[config.mk]
export PLATFORM = sky130hd
export DESIGN_NAME = bchz_ctrl
export DESIGN_NICKNAME = d
export VERILOG_FILES = /design/src/shared/bchz_pkg.sv /design/src/logic/bchz_arbiter.sv /design/src/logic/bchz_ctrl.sv
export SDC_FILE = /design/constraint.sdc
export NUM_CORES = 1
export LEC_CHECK = 0
export BUFFER_PORTS_ARGS = -buffer_cell sky130_fd_sc_hd__buf_2
export CELL_PAD_IN_SITES_DETAIL_PLACEMENT = 1
export CELL_PAD_IN_SITES_GLOBAL_PLACEMENT = 2
export CORE_UTILIZATION = 25
export CTS_BUF_LIST = sky130_fd_sc_hd__clkbuf_8 sky130_fd_sc_hd__clkbuf_16
export DETAILED_ROUTE_END_ITERATION = 10
export PLACE_DENSITY = 0.94
export SETUP_SLACK_MARGIN = 0.1
export SYNTH_ARGS = -nofsm -noshare
export SYNTH_HDL_FRONTEND = slang
export SYNTH_SLANG_ARGS = --single-unit
[constraint.sdc]
create_clock -name sys_clk -period 1.8 [get_ports sys_clk]
set_input_delay 0.09 -clock sys_clk [delete_from_list [all_inputs] [get_ports sys_clk]]
set_output_delay 0.09 -clock sys_clk [all_outputs]
set_load 0.05 [all_outputs]
[src/shared/bchz_pkg.sv]
// bus control one: field layout, reset values and decode types
package bchz_pkg;
    localparam int          BCHZ_AW            = 4;
    localparam int          BCHZ_DW            = 32;
    localparam logic [3:0]  BCHZ_OFS_CTRL1     = 4'h0;
    localparam logic [3:0]  BCHZ_OFS_STAT      = 4'h4;
    localparam int          BCHZ_POS_DMA_BURST_PRIORITY    = 16;
    localparam int          BCHZ_POS_ADDR_HIZ  = 15;
    localparam int          BCHZ_POS_MEM_HIZ   = 14;
    localparam int          BCHZ_POS_A0BL      = 11;
    localparam int          BCHZ_POS_A5BL      = 8;
    localparam int          BCHZ_POS_A6BL      = 5;
    localparam int          BCHZ_POS_A0MUX     = 29;
    localparam int          BCHZ_POS_A56CARD   = 0;
    localparam logic        BCHZ_RST_BIT       = 1'b0;
    localparam logic [2:0]  BCHZ_RST_BURST     = 3'h0;
    localparam logic [2:0]  BCHZ_BL_SRAM       = 3'h0;
    localparam logic [2:0]  BCHZ_BL_4          = 3'h1;
    localparam logic [2:0]  BCHZ_BL_8          = 3'h2;
    localparam logic [2:0]  BCHZ_BL_16         = 3'h3;
    localparam logic [2:0]  BCHZ_BL_32         = 3'h4;

    typedef struct packed {
        logic       burst_rom;
        logic [5:0] beats;
    } bchz_area_mode_t;

    typedef struct packed {
        logic req_release;
        logic req_refresh;
        logic req_dma;
        logic req_cpu;
    } bchz_bus_req_t;

    typedef enum logic [2:0] {
        BCHZ_G_NONE    = 3'b000,
        BCHZ_G_RELEASE = 3'b001,
        BCHZ_G_REFRESH = 3'b010,
        BCHZ_G_DMA     = 3'b011,
        BCHZ_G_CPU     = 3'b100
    } bchz_grant_t;
endpackage

[src/logic/bchz_arbiter.sv]
// bus arbiter honouring the dma burst priority bit
`timescale 1ns/1ps
`default_nettype none
module bchz_arbiter
    import bchz_pkg::*;
(
    input  wire logic          sys_clk,
    input  wire logic          rst,
    input  wire logic          dma_burst_priority,
    input  wire bchz_bus_req_t req,
    input  wire logic          dma_burst_active,
    output bchz_grant_t        grant
);
    bchz_grant_t grant_ff;
    bchz_grant_t nxt_grant;
    logic        hold_dma;

    assign hold_dma = dma_burst_priority && dma_burst_active && (grant_ff == BCHZ_G_DMA);

    always_comb begin
        nxt_grant = BCHZ_G_NONE;
        if (hold_dma) begin
            nxt_grant = BCHZ_G_DMA;
        end else if (req.req_release) begin
            nxt_grant = BCHZ_G_RELEASE;
        end else if (req.req_refresh) begin
            nxt_grant = BCHZ_G_REFRESH;
        end else if (req.req_dma) begin
            nxt_grant = BCHZ_G_DMA;
        end else if (req.req_cpu) begin
            nxt_grant = BCHZ_G_CPU;
        end
    end

    always_ff @(posedge sys_clk or posedge rst) begin
        if (rst) begin
            grant_ff <= BCHZ_G_NONE;
        end else begin
            grant_ff <= nxt_grant;
        end
    end

    assign grant = grant_ff;

    AST_BURST_HOLD: assert property (@(posedge sys_clk) disable iff (rst)
        hold_dma |=> grant == BCHZ_G_DMA) else $error("dma burst lost bus");
    AST_RELEASE_FIRST: assert property (@(posedge sys_clk) disable iff (rst)
        (req.req_release && !hold_dma) |=> grant == BCHZ_G_RELEASE)
        else $error("release not first");
    AST_REFRESH_OVER_DMA: assert property (@(posedge sys_clk) disable iff (rst)
        (!req.req_release && req.req_refresh && !hold_dma) |=> grant == BCHZ_G_REFRESH)
        else $error("refresh order wrong");
endmodule
`default_nettype wire

[src/logic/bchz_ctrl.sv]
// bus control one: burst priority, high-impedance and burst rom fields
//
// Our own choices: the address-and-strobe port and the placing of the registers.
`timescale 1ns/1ps
`default_nettype none
module bchz_ctrl
    import bchz_pkg::*;
(
    input  wire logic                sys_clk,
    input  wire logic                rst,
    input  wire logic [BCHZ_AW-1:0]  reg_addr,
    input  wire logic [BCHZ_DW-1:0]  reg_wdata,
    input  wire logic                reg_wr,
    input  wire logic                reg_rd,
    output logic      [BCHZ_DW-1:0]  reg_rdata,
    input  wire logic                area0_mode_pin_n,
    input  wire logic                mem_muxed_5_6,
    input  wire logic                sw_standby,
    input  wire bchz_bus_req_t       bus_req,
    input  wire logic                dma_burst_active,
    output bchz_grant_t              bus_grant,
    output logic                     addr_oe,
    output logic                     memctl_oe,
    output bchz_area_mode_t          area0_mode,
    output bchz_area_mode_t          area5_mode,
    output bchz_area_mode_t          area6_mode
);
    // ------------------------------------------------------------
    // decode of a burst field
    // ------------------------------------------------------------
    function automatic bchz_area_mode_t bchz_decode(input logic [2:0] code,
                                                    input logic       muxed);
        bchz_area_mode_t m;
        m = '{burst_rom: 1'b0, beats: 6'h00};
        if (!muxed) begin
            case (code)
                BCHZ_BL_4:  m = '{burst_rom: 1'b1, beats: 6'h04};
                BCHZ_BL_8:  m = '{burst_rom: 1'b1, beats: 6'h08};
                BCHZ_BL_16: m = '{burst_rom: 1'b1, beats: 6'h10};
                BCHZ_BL_32: m = '{burst_rom: 1'b1, beats: 6'h20};
                default:    m = '{burst_rom: 1'b0, beats: 6'h00}; // reserved as sram
            endcase
        end
        return m;
    endfunction

    // ------------------------------------------------------------
    // register state
    // ------------------------------------------------------------
    logic       dma_burst_priority_ff;
    logic       addr_hiz_ctrl_ff;
    logic       memctl_hiz_ctrl_ff;
    logic [2:0] area0_burst_len_ff;
    logic [2:0] area5_burst_len_ff;
    logic [2:0] area6_burst_len_ff;
    logic       area56_card_select_ff;
    logic       area0_muxed_flag_ff;
    logic       strap_taken_ff;
    logic [BCHZ_DW-1:0] rdata_ff;
    logic [BCHZ_DW-1:0] nxt_rdata;

    wire wr_ctrl = reg_wr && (reg_addr == BCHZ_OFS_CTRL1);
    wire rd_ctrl = reg_rd && (reg_addr == BCHZ_OFS_CTRL1);
    wire rd_stat = reg_rd && (reg_addr == BCHZ_OFS_STAT);

    always_ff @(posedge sys_clk or posedge rst) begin
        if (rst) begin
            dma_burst_priority_ff <= BCHZ_RST_BIT;
            addr_hiz_ctrl_ff      <= BCHZ_RST_BIT;
            memctl_hiz_ctrl_ff    <= BCHZ_RST_BIT;
            area0_burst_len_ff    <= BCHZ_RST_BURST;
            area5_burst_len_ff    <= BCHZ_RST_BURST;
            area6_burst_len_ff    <= BCHZ_RST_BURST;
            area56_card_select_ff <= BCHZ_RST_BIT;
        end else if (wr_ctrl) begin
            dma_burst_priority_ff <= reg_wdata[BCHZ_POS_DMA_BURST_PRIORITY];
            addr_hiz_ctrl_ff      <= reg_wdata[BCHZ_POS_ADDR_HIZ];
            memctl_hiz_ctrl_ff    <= reg_wdata[BCHZ_POS_MEM_HIZ];
            area0_burst_len_ff    <= reg_wdata[BCHZ_POS_A0BL +: 3];
            area5_burst_len_ff    <= reg_wdata[BCHZ_POS_A5BL +: 3];
            area6_burst_len_ff    <= reg_wdata[BCHZ_POS_A6BL +: 3];
            area56_card_select_ff <= reg_wdata[BCHZ_POS_A56CARD];
        end
    end

    // strap caught on the first clock after reset release
    always_ff @(posedge sys_clk or posedge rst) begin
        if (rst) begin
            strap_taken_ff      <= 1'b0;
            area0_muxed_flag_ff <= 1'b0;
        end else if (!strap_taken_ff) begin
            strap_taken_ff      <= 1'b1;
            area0_muxed_flag_ff <= !area0_mode_pin_n;
        end
    end

    // ------------------------------------------------------------
    // read path
    // ------------------------------------------------------------
    wire [BCHZ_DW-1:0] ctrl_word =
        (BCHZ_DW'(area0_muxed_flag_ff)   << BCHZ_POS_A0MUX)    |
        (BCHZ_DW'(dma_burst_priority_ff) << BCHZ_POS_DMA_BURST_PRIORITY)   |
        (BCHZ_DW'(addr_hiz_ctrl_ff)      << BCHZ_POS_ADDR_HIZ) |
        (BCHZ_DW'(memctl_hiz_ctrl_ff)    << BCHZ_POS_MEM_HIZ)  |
        (BCHZ_DW'(area0_burst_len_ff)    << BCHZ_POS_A0BL)     |
        (BCHZ_DW'(area5_burst_len_ff)    << BCHZ_POS_A5BL)     |
        (BCHZ_DW'(area6_burst_len_ff)    << BCHZ_POS_A6BL)     |
        (BCHZ_DW'(area56_card_select_ff) << BCHZ_POS_A56CARD);
    wire [BCHZ_DW-1:0] stat_word = {29'h0, bus_grant};

    assign nxt_rdata = rd_ctrl ? ctrl_word : (rd_stat ? stat_word : '0);

    always_ff @(posedge sys_clk or posedge rst) begin
        if (rst) begin
            rdata_ff <= '0;
        end else begin
            rdata_ff <= nxt_rdata;
        end
    end
    assign reg_rdata = rdata_ff;

    // ------------------------------------------------------------
    // area modes
    // ------------------------------------------------------------
    wire area5_muxed = mem_muxed_5_6 && !area56_card_select_ff;
    wire area6_muxed = mem_muxed_5_6 && !area56_card_select_ff;

    assign area0_mode = bchz_decode(area0_burst_len_ff, area0_muxed_flag_ff);
    assign area5_mode = bchz_decode(area5_burst_len_ff, area5_muxed);
    assign area6_mode = bchz_decode(area6_burst_len_ff, area6_muxed);

    // ------------------------------------------------------------
    // arbitration and output enables
    // ------------------------------------------------------------
    bchz_arbiter u_arb (
        .sys_clk            (sys_clk),
        .rst                (rst),
        .dma_burst_priority (dma_burst_priority_ff),
        .req                (bus_req),
        .dma_burst_active   (dma_burst_active),
        .grant              (bus_grant)
    );

    wire released = (bus_grant == BCHZ_G_RELEASE);

    assign addr_oe   = !released && (!sw_standby || addr_hiz_ctrl_ff);
    assign memctl_oe = memctl_hiz_ctrl_ff || (!released && !sw_standby);

    AST_ADDR_FLOAT_RELEASE: assert property (@(posedge sys_clk) disable iff (rst)
        released |-> !addr_oe) else $error("address driven on release");
    AST_ADDR_STANDBY: assert property (@(posedge sys_clk) disable iff (rst)
        (sw_standby && !released) |-> addr_oe == addr_hiz_ctrl_ff)
        else $error("address standby state wrong");
    AST_MEMCTL_HOLD: assert property (@(posedge sys_clk) disable iff (rst)
        memctl_hiz_ctrl_ff |-> memctl_oe) else $error("memctl floated");
    AST_MEMCTL_FLOAT: assert property (@(posedge sys_clk) disable iff (rst)
        (!memctl_hiz_ctrl_ff && (sw_standby || released)) |-> !memctl_oe)
        else $error("memctl driven");
    AST_A0_MUX_IGNORE: assert property (@(posedge sys_clk) disable iff (rst)
        area0_muxed_flag_ff |-> !area0_mode.burst_rom) else $error("area0 burst in mux");
    AST_A5_DECODE: assert property (@(posedge sys_clk) disable iff (rst)
        (wr_ctrl && reg_wdata[BCHZ_POS_A5BL +: 3] == 3'h4 && !area5_muxed)
        |=> area5_mode.beats == 6'h20) else $error("area5 decode wrong");
    AST_A6_DECODE: assert property (@(posedge sys_clk) disable iff (rst)
        (wr_ctrl && reg_wdata[BCHZ_POS_A6BL +: 3] == 3'h3 && !area6_muxed)
        |=> area6_mode.beats == 6'h10) else $error("area6 decode wrong");
    AST_A0_DECODE: assert property (@(posedge sys_clk) disable iff (rst)
        (area0_burst_len_ff == 3'h1 && !area0_muxed_flag_ff) |-> area0_mode.beats == 6'h04)
        else $error("area0 decode wrong");
    AST_READ_LATENCY: assert property (@(posedge sys_clk) disable iff (rst)
        rd_ctrl |=> reg_rdata[BCHZ_POS_DMA_BURST_PRIORITY] == $past(dma_burst_priority_ff))
        else $error("read data wrong");

    // ------------------------------------------------------------
    // reset state
    // ------------------------------------------------------------
    AST_RST_PRIO_OFF: assert property (@(posedge sys_clk) disable iff (rst)
        $past(rst) |-> !dma_burst_priority_ff)
        else $error("priority bit set after reset");
    AST_RST_ADDR_HIZ: assert property (@(posedge sys_clk) disable iff (rst)
        $past(rst) |-> !addr_hiz_ctrl_ff)
        else $error("addr hiz bit set after reset");
    AST_RST_MEM_HIZ: assert property (@(posedge sys_clk) disable iff (rst)
        $past(rst) |-> !memctl_hiz_ctrl_ff)
        else $error("memctl hiz bit set after reset");
    AST_RST_A0: assert property (@(posedge sys_clk) disable iff (rst)
        $past(rst) |-> area0_burst_len_ff == BCHZ_RST_BURST)
        else $error("area0 field not cleared");
    AST_RST_A5: assert property (@(posedge sys_clk) disable iff (rst)
        $past(rst) |-> area5_burst_len_ff == BCHZ_RST_BURST)
        else $error("area5 field not cleared");
    AST_RST_A6: assert property (@(posedge sys_clk) disable iff (rst)
        $past(rst) |-> area6_burst_len_ff == BCHZ_RST_BURST)
        else $error("area6 field not cleared");
    AST_RST_RDATA: assert property (@(posedge sys_clk) disable iff (rst)
        $past(rst) |-> reg_rdata == '0)
        else $error("read data not cleared");

    // ------------------------------------------------------------
    // register writes
    // ------------------------------------------------------------
    AST_WR_PRIO: assert property (@(posedge sys_clk) disable iff (rst)
        wr_ctrl |=> dma_burst_priority_ff == $past(reg_wdata[BCHZ_POS_DMA_BURST_PRIORITY]))
        else $error("priority bit not written");
    AST_WR_ADDR_HIZ: assert property (@(posedge sys_clk) disable iff (rst)
        wr_ctrl |=> addr_hiz_ctrl_ff == $past(reg_wdata[BCHZ_POS_ADDR_HIZ]))
        else $error("addr hiz bit not written");
    AST_WR_MEM_HIZ: assert property (@(posedge sys_clk) disable iff (rst)
        wr_ctrl |=> memctl_hiz_ctrl_ff == $past(reg_wdata[BCHZ_POS_MEM_HIZ]))
        else $error("memctl hiz bit not written");
    AST_WR_A0: assert property (@(posedge sys_clk) disable iff (rst)
        wr_ctrl |=> area0_burst_len_ff == $past(reg_wdata[BCHZ_POS_A0BL +: 3]))
        else $error("area0 field not written");
    AST_WR_A5: assert property (@(posedge sys_clk) disable iff (rst)
        wr_ctrl |=> area5_burst_len_ff == $past(reg_wdata[BCHZ_POS_A5BL +: 3]))
        else $error("area5 field not written");
    AST_WR_A6: assert property (@(posedge sys_clk) disable iff (rst)
        wr_ctrl |=> area6_burst_len_ff == $past(reg_wdata[BCHZ_POS_A6BL +: 3]))
        else $error("area6 field not written");
    AST_WR_CARD: assert property (@(posedge sys_clk) disable iff (rst)
        wr_ctrl |=> area56_card_select_ff == $past(reg_wdata[BCHZ_POS_A56CARD]))
        else $error("card select not written");
    AST_HOLD_PRIO: assert property (@(posedge sys_clk) disable iff (rst)
        !wr_ctrl |=> $stable(dma_burst_priority_ff))
        else $error("priority bit changed without write");
    AST_HOLD_FIELDS: assert property (@(posedge sys_clk) disable iff (rst)
        !wr_ctrl |=> $stable(area0_burst_len_ff) && $stable(area5_burst_len_ff)
                     && $stable(area6_burst_len_ff))
        else $error("burst field changed without write");
    AST_STRAP_ONCE: assert property (@(posedge sys_clk) disable iff (rst)
        strap_taken_ff |=> $stable(area0_muxed_flag_ff))
        else $error("muxed flag changed after strap");

    // ------------------------------------------------------------
    // read path, decode, enables and grant hold
    // ------------------------------------------------------------
    AST_RDATA_IDLE: assert property (@(posedge sys_clk) disable iff (rst)
        !(rd_ctrl || rd_stat) |=> reg_rdata == '0)
        else $error("read data not idle");
    AST_STAT_READ: assert property (@(posedge sys_clk) disable iff (rst)
        rd_stat |=> reg_rdata[2:0] == $past(bus_grant))
        else $error("status read wrong");
    AST_READ_A0: assert property (@(posedge sys_clk) disable iff (rst)
        rd_ctrl |=> reg_rdata[BCHZ_POS_A0BL +: 3] == $past(area0_burst_len_ff))
        else $error("area0 field read wrong");
    AST_READ_MUX_FLAG: assert property (@(posedge sys_clk) disable iff (rst)
        rd_ctrl |=> reg_rdata[BCHZ_POS_A0MUX] == $past(area0_muxed_flag_ff))
        else $error("muxed flag read wrong");
    AST_A5_MUX_IGNORE: assert property (@(posedge sys_clk) disable iff (rst)
        area5_muxed |-> !area5_mode.burst_rom)
        else $error("area5 burst in mux");
    AST_A6_MUX_IGNORE: assert property (@(posedge sys_clk) disable iff (rst)
        area6_muxed |-> !area6_mode.burst_rom)
        else $error("area6 burst in mux");
    AST_A0_RESERVED: assert property (@(posedge sys_clk) disable iff (rst)
        (area0_burst_len_ff > BCHZ_BL_32) |-> area0_mode == '0)
        else $error("reserved code not sram");
    AST_A0_SRAM: assert property (@(posedge sys_clk) disable iff (rst)
        (area0_burst_len_ff == BCHZ_BL_SRAM) |-> !area0_mode.burst_rom)
        else $error("area0 sram code gave burst");
    AST_A0_BEATS_32: assert property (@(posedge sys_clk) disable iff (rst)
        (area0_burst_len_ff == BCHZ_BL_32 && !area0_muxed_flag_ff) |-> area0_mode.beats == 6'h20)
        else $error("area0 32 beats wrong");
    AST_A5_BEATS_8: assert property (@(posedge sys_clk) disable iff (rst)
        (area5_burst_len_ff == BCHZ_BL_8 && !area5_muxed) |-> area5_mode.beats == 6'h08)
        else $error("area5 8 beats wrong");
    AST_A6_BEATS_4: assert property (@(posedge sys_clk) disable iff (rst)
        (area6_burst_len_ff == BCHZ_BL_4 && !area6_muxed) |-> area6_mode.beats == 6'h04)
        else $error("area6 4 beats wrong");
    AST_ADDR_NORMAL: assert property (@(posedge sys_clk) disable iff (rst)
        (!sw_standby && !released) |-> addr_oe)
        else $error("address floated in normal run");
    AST_ADDR_DRIVE_STANDBY: assert property (@(posedge sys_clk) disable iff (rst)
        (addr_hiz_ctrl_ff && sw_standby && !released) |-> addr_oe)
        else $error("address floated in standby");
    AST_MEMCTL_NORMAL: assert property (@(posedge sys_clk) disable iff (rst)
        (!sw_standby && !released) |-> memctl_oe)
        else $error("memctl floated in normal run");
    AST_PRIO_GRANT_HELD: assert property (@(posedge sys_clk) disable iff (rst)
        (dma_burst_priority_ff && dma_burst_active && bus_grant == BCHZ_G_DMA)
        |=> bus_grant == BCHZ_G_DMA)
        else $error("priority dma burst lost bus");
endmodule
`default_nettype wire

## Word level (Yosys, flattened, before mapping)

Cells that the tools add are included.

- Eq/ne operators: 15
- Muxes and demuxes: 13
- Bitwise logic cells: 7
- Reductions and logical operators: 15

Operators by type and width:

| kind | number |
|---|---|
| $pmux 7 s4 | 3 |
| $mux 30 | 1 |
| $or 30x1->30 | 1 |
| $or 30x11->30 | 1 |
| $or 30x14->30 | 1 |
| $or 30x15->30 | 1 |
| $or 30x16->30 | 1 |
| $or 30x17->30 | 1 |
| $or 30x8->30 | 1 |
| $eq 3x2->1 const B | 7 |
| $mux 7 | 3 |
| $mux 3 | 6 |
| $eq 3x1->1 const B | 4 |
| $eq 3x3->1 const B | 3 |
| $logic_and 1x1->1 | 8 |
| $eq 4x3->1 const B | 1 |
| $logic_not 1->1 | 4 |
| $logic_not 4->1 | 1 |
| $logic_or 1x1->1 | 2 |

- Register bits: 48
- Input port bits: 48
- Word-level logic and storage cells: 61

## Longest topological paths before layout

- Word-level depth: 8
- Depth in mapped cells: 4

## Cells and area by module

From an unflattened synthesis, not the netlist that was laid out.

- Cell total of the unflattened synthesis: 138
- Area, all modules: 1661.6 um^2

By module, submodules not included:

| module | times used | cells an instance | area each (um^2) | sequential area each (um^2) |
|---|---|---|---|---|
| bchz_ctrl | 1 | 126 | 1517.7 | 775.7 |
| bchz_arbiter | 1 | 12 | 143.9 | 75.1 |

## Worst setup path before layout

No wires, ideal clock.

- Path type: register -> output
- Start point: register area56_card_select_ff
- End point: output port area5_mode[2] in the netlist's numbering
- Data arrival time: 2210 ps
- Setup slack: -500 ps
- Cell stages (with the launch flop): 4
- Cells stage by stage: dfrtp_1 nor2b_1 clkbuf_1 nor4b_1

RTL lines:

| element | line | source |
|---|---|---|
| from (decl) | bchz_ctrl.sv:56 | `logic area56_card_select_ff;` |
| from (signal assigned) | bchz_ctrl.sv:82 | `area56_card_select_ff <= reg_wdata[BCHZ_POS_A56CARD];` |
| to (decl) | bchz_ctrl.sv:25 | `output bchz_area_mode_t area5_mode,` |

==> results.tsv <==
metric	value	unit
result of the run	complete, no violations	
number of nets with antenna violations after detailed routing	0	
number of fillers in the final layout	732	
summed negative setup slack over all endpoints	0	ps
number of antenna diodes	0	
clock network fraction of total power	25.8	%
area share of the largest cell type after synthesis	52.03	%
list of most frequent post-synthesis cells	34 x sky130_fd_sc_hd__dfrtp_1, 23 x sky130_fd_sc_hd__buf_4, 14 x sky130_fd_sc_hd__nor2_1	
worst path arrival time	1510	ps
max-slew headroom at the worst pin	65.40	%
portion of the post-synthesis area used by sequential elements	52.03	%
count of warnings emitted by yosys	0	
clk buf depth	2	
share of power burned in registers	41.4	%
remaining global-route overflow	0	
count of flip-flops with a built-in enable after synthesis	0	
Wirelength per Cell	12.19	um
total global-route track usage	11.12	%
final worst-path cycle share	88.90	%
wire length of the first global-routing pass	5989	um
setup clock skew after layout	3.577	ps
largest net degree at the start of global routing	35	
startpoint class of the critical path	flip-flop	
filler-free cell count of the finished design	290	
fraction of registers with async set or reset after synthesis	100.0	%
net switching power figure	880.3	uW
via-per-instance ratio	4.093	
I/O pin total	106	
Routed Wire Length	3536	um
Peak VDD IR	0.0004265	V
Placer Congestion	0.6697	
cell type contributing the most total cell area after synthesis	sky130_fd_sc_hd__dfrtp_1	
clock latency on the worst-skew pair	280	ps
fin crit period	1600	ps
final number of setup-violating endpoints	0	
Mapped Cells	140	
leakage power figure	1.175	nW
HPWL after detailed placement	2704	um
data required time of the worst path	1710	ps
critical path class	flip-flop to output port	
cell types occupying the most area after synthesis	sky130_fd_sc_hd__dfrtp_1 52%, sky130_fd_sc_hd__buf_4 11%, sky130_fd_sc_hd__mux2_4 9.2%, sky130_fd_sc_hd__and2_1 5.0%, sky130_fd_sc_hd__nor2_1 3.2%	
Synth cell types	29	
Cell Pwr Density	1081	nW/um2
Worst setup EP type	output port	
detailed-route DRC error count	0	
Worst Tran Pin Value	519.0	ps
number of clock sinks	34	
storage element area	850.8	um2
#FFs+latches synth	34	
CP Max Fanout	10	
switching part of the total	38.90	%
area added between synthesis and finish	28.00	%
Hold Fails Final Rpt	0	
initial antenna violation count	0	
total setup buffers inserted after CTS	0	
via count of the first global-routing pass	1202	
effective utilization at floorplan	25.75	%
upper clock frequency limit	624.9	MHz
setup slack after placement	452.0	ps
Clock Root Buffer	sky130_fd_sc_hd__clkbuf_8	
first-pass detailed-route iteration total	2	
Final Worst Setup Slack	199.8	ps
internal power component	1.383	mW
height of the die	82.88	um
unrepaired setup endpoints after global routing	false	
most instantiated flip-flop cell in the synthesis netlist	sky130_fd_sc_hd__dfrtp_1	
number of input and output port buffers inserted	64	
proportion of layout cells with a drive suffix above 1	42.25	%
most used standard cell by instance count after synthesis	sky130_fd_sc_hd__dfrtp_1	
class of the most critical hold timing path	input port to flip-flop	
Total Nets Final	260	
CTS tree	built	
Clock H-tree levels	2	
area taken by multi-input logic gates	649.4	um2
number of cells after detailed placement	279	
post-synthesis instance area	1635	um2
Synth Area per Inst	11.68	um2
area of the core region	6350	um2
maxcap violations	0	
clock-pin transition on the worst setup and hold timing paths	70	ps
horizontal die dimension	82.88	um
Iter 0 DRT Violations	12	
Die Outline Area	6869	um2
vias post-DR	1187	
Inserted Clock Buffers	5	
Comb power frac	32.8	%
number of rows created at floorplan	29	
pins over their slew limit	0	
## logic make-up after synthesis
kind of cell	share of synthesized area (%)
and+or+nand+nor	18.52
DFF	52.03
buffers and inverters	13.08
muxes	11.86
AOI/OAI and AO/OA	2.448
xor gates and xnor gates	1.607
other	0.4592
## cell usage in the layout, fill, tap and decap left out, types with 2 or more instances in the layout
cell / Yosys / layout
sky130_fd_sc_hd__and2_1: 13 / 13
sky130_fd_sc_hd__and3_1: 3 / 3
sky130_fd_sc_hd__buf_2: 0 / 60
sky130_fd_sc_hd__buf_4: 23 / 4
sky130_fd_sc_hd__clkbuf_4: 0 / 2
sky130_fd_sc_hd__clkbuf_8: 0 / 6
sky130_fd_sc_hd__conb_1: 2 / 23
sky130_fd_sc_hd__dfrtp_1: 34 / 34
sky130_fd_sc_hd__dlygate4sd3_1: 0 / 3
sky130_fd_sc_hd__inv_1: 7 / 7
sky130_fd_sc_hd__mux2_2: 3 / 3
sky130_fd_sc_hd__mux2_4: 10 / 10
sky130_fd_sc_hd__nand2_1: 4 / 4
sky130_fd_sc_hd__nor2_1: 14 / 14
sky130_fd_sc_hd__nor2b_1: 2 / 2
sky130_fd_sc_hd__nor4b_1: 4 / 4
sky130_fd_sc_hd__nor4bb_1: 2 / 2
sky130_fd_sc_hd__o21ai_0: 2 / 2
sky130_fd_sc_hd__xor2_1: 3 / 3
## state kept, by name (all words and copies together), names as in the netlist, 3 cells and up
register	count
u_arb.grant	3
reg_rdata	16
area6_burst_len_ff	3
area5_burst_len_ff	3
area0_burst_len_ff	3
## repair_timing
action,CTS,global route
hold endpoints to repair,36,0
resized for setup,0,6
hold buffers,3,0
setup endpoints to repair,0,4
## final timing paths
kind	cells after the start	to	from	slack [ps]
max	4	area6_mode[3]	area56_card_select_ff	200
min	2	u_arb.grant[1]	bus_req[3]	10
max reg2reg	3	u_arb.grant[2]	u_arb.grant[2]	730
min reg2reg	1	area0_muxed_flag_ff	strap_taken_ff	460
max in group asynchronous	4	area56_card_select_ff	rst	1050
min in group asynchronous	4	area5_burst_len_ff[1]	rst	440
## worst max-delay path, stage by stage, from the launching register on
cell	delay, ps
sky130_fd_sc_hd__dfrtp_1	380
sky130_fd_sc_hd__nor2b_1	70
sky130_fd_sc_hd__buf_4	170
sky130_fd_sc_hd__nor4b_1	300
sky130_fd_sc_hd__clkbuf_4	310
## power groups by stage
stage                     Sequential [mW]  Clock (mW)  Combinational, mW
after floorplan                     0.956           0              0.614
after global routing                0.957       0.636              0.790
after CTS                           0.939       0.612              0.743
after detailed placement            0.954           0              0.736
final                               0.938       0.583              0.742
after global placement              0.950           0              0.724
## layer usage
| metal | vias up | GRT usage (%) | wire length [um] |
|---|---|---|---|
| met2 | 50 | 19.30 | 1844 |
| met3 | 5 | 3.976 | 245 |
| met5 | - | 0 | 0 |
| met4 | 0 | 3.762 | 36 |
| met1 | 574 | 12.63 | 1409 |
| li1 | 558 | - | - |
## per-stage QoR
stage               hold WS, ps  utilization (%)  instance area [um2]  power (mW)
finish                    14.80            32.97                 2093       2.263
global route              13.77            32.97                 2093       2.383
CTS                       3.608            32.81                 2083       2.294
detailed placement        215.8            30.84                 1958       1.690
global placement          210.9            30.84                 1958       1.674
floorplan                 179.8                -                 1714       1.569
## layout make-up
cell class                 instances  share of cell area, %
sequential                        34                  40.65
multi-input combinational         95                  31.02
timing repair buffer              69                  17.93
tap                               77                  4.603
clock buffer                       6                  3.945
inverter                           7                  1.255
clock inverter                     2                 0.5977
No activity file was read; power rests on OpenSTA's default activity.
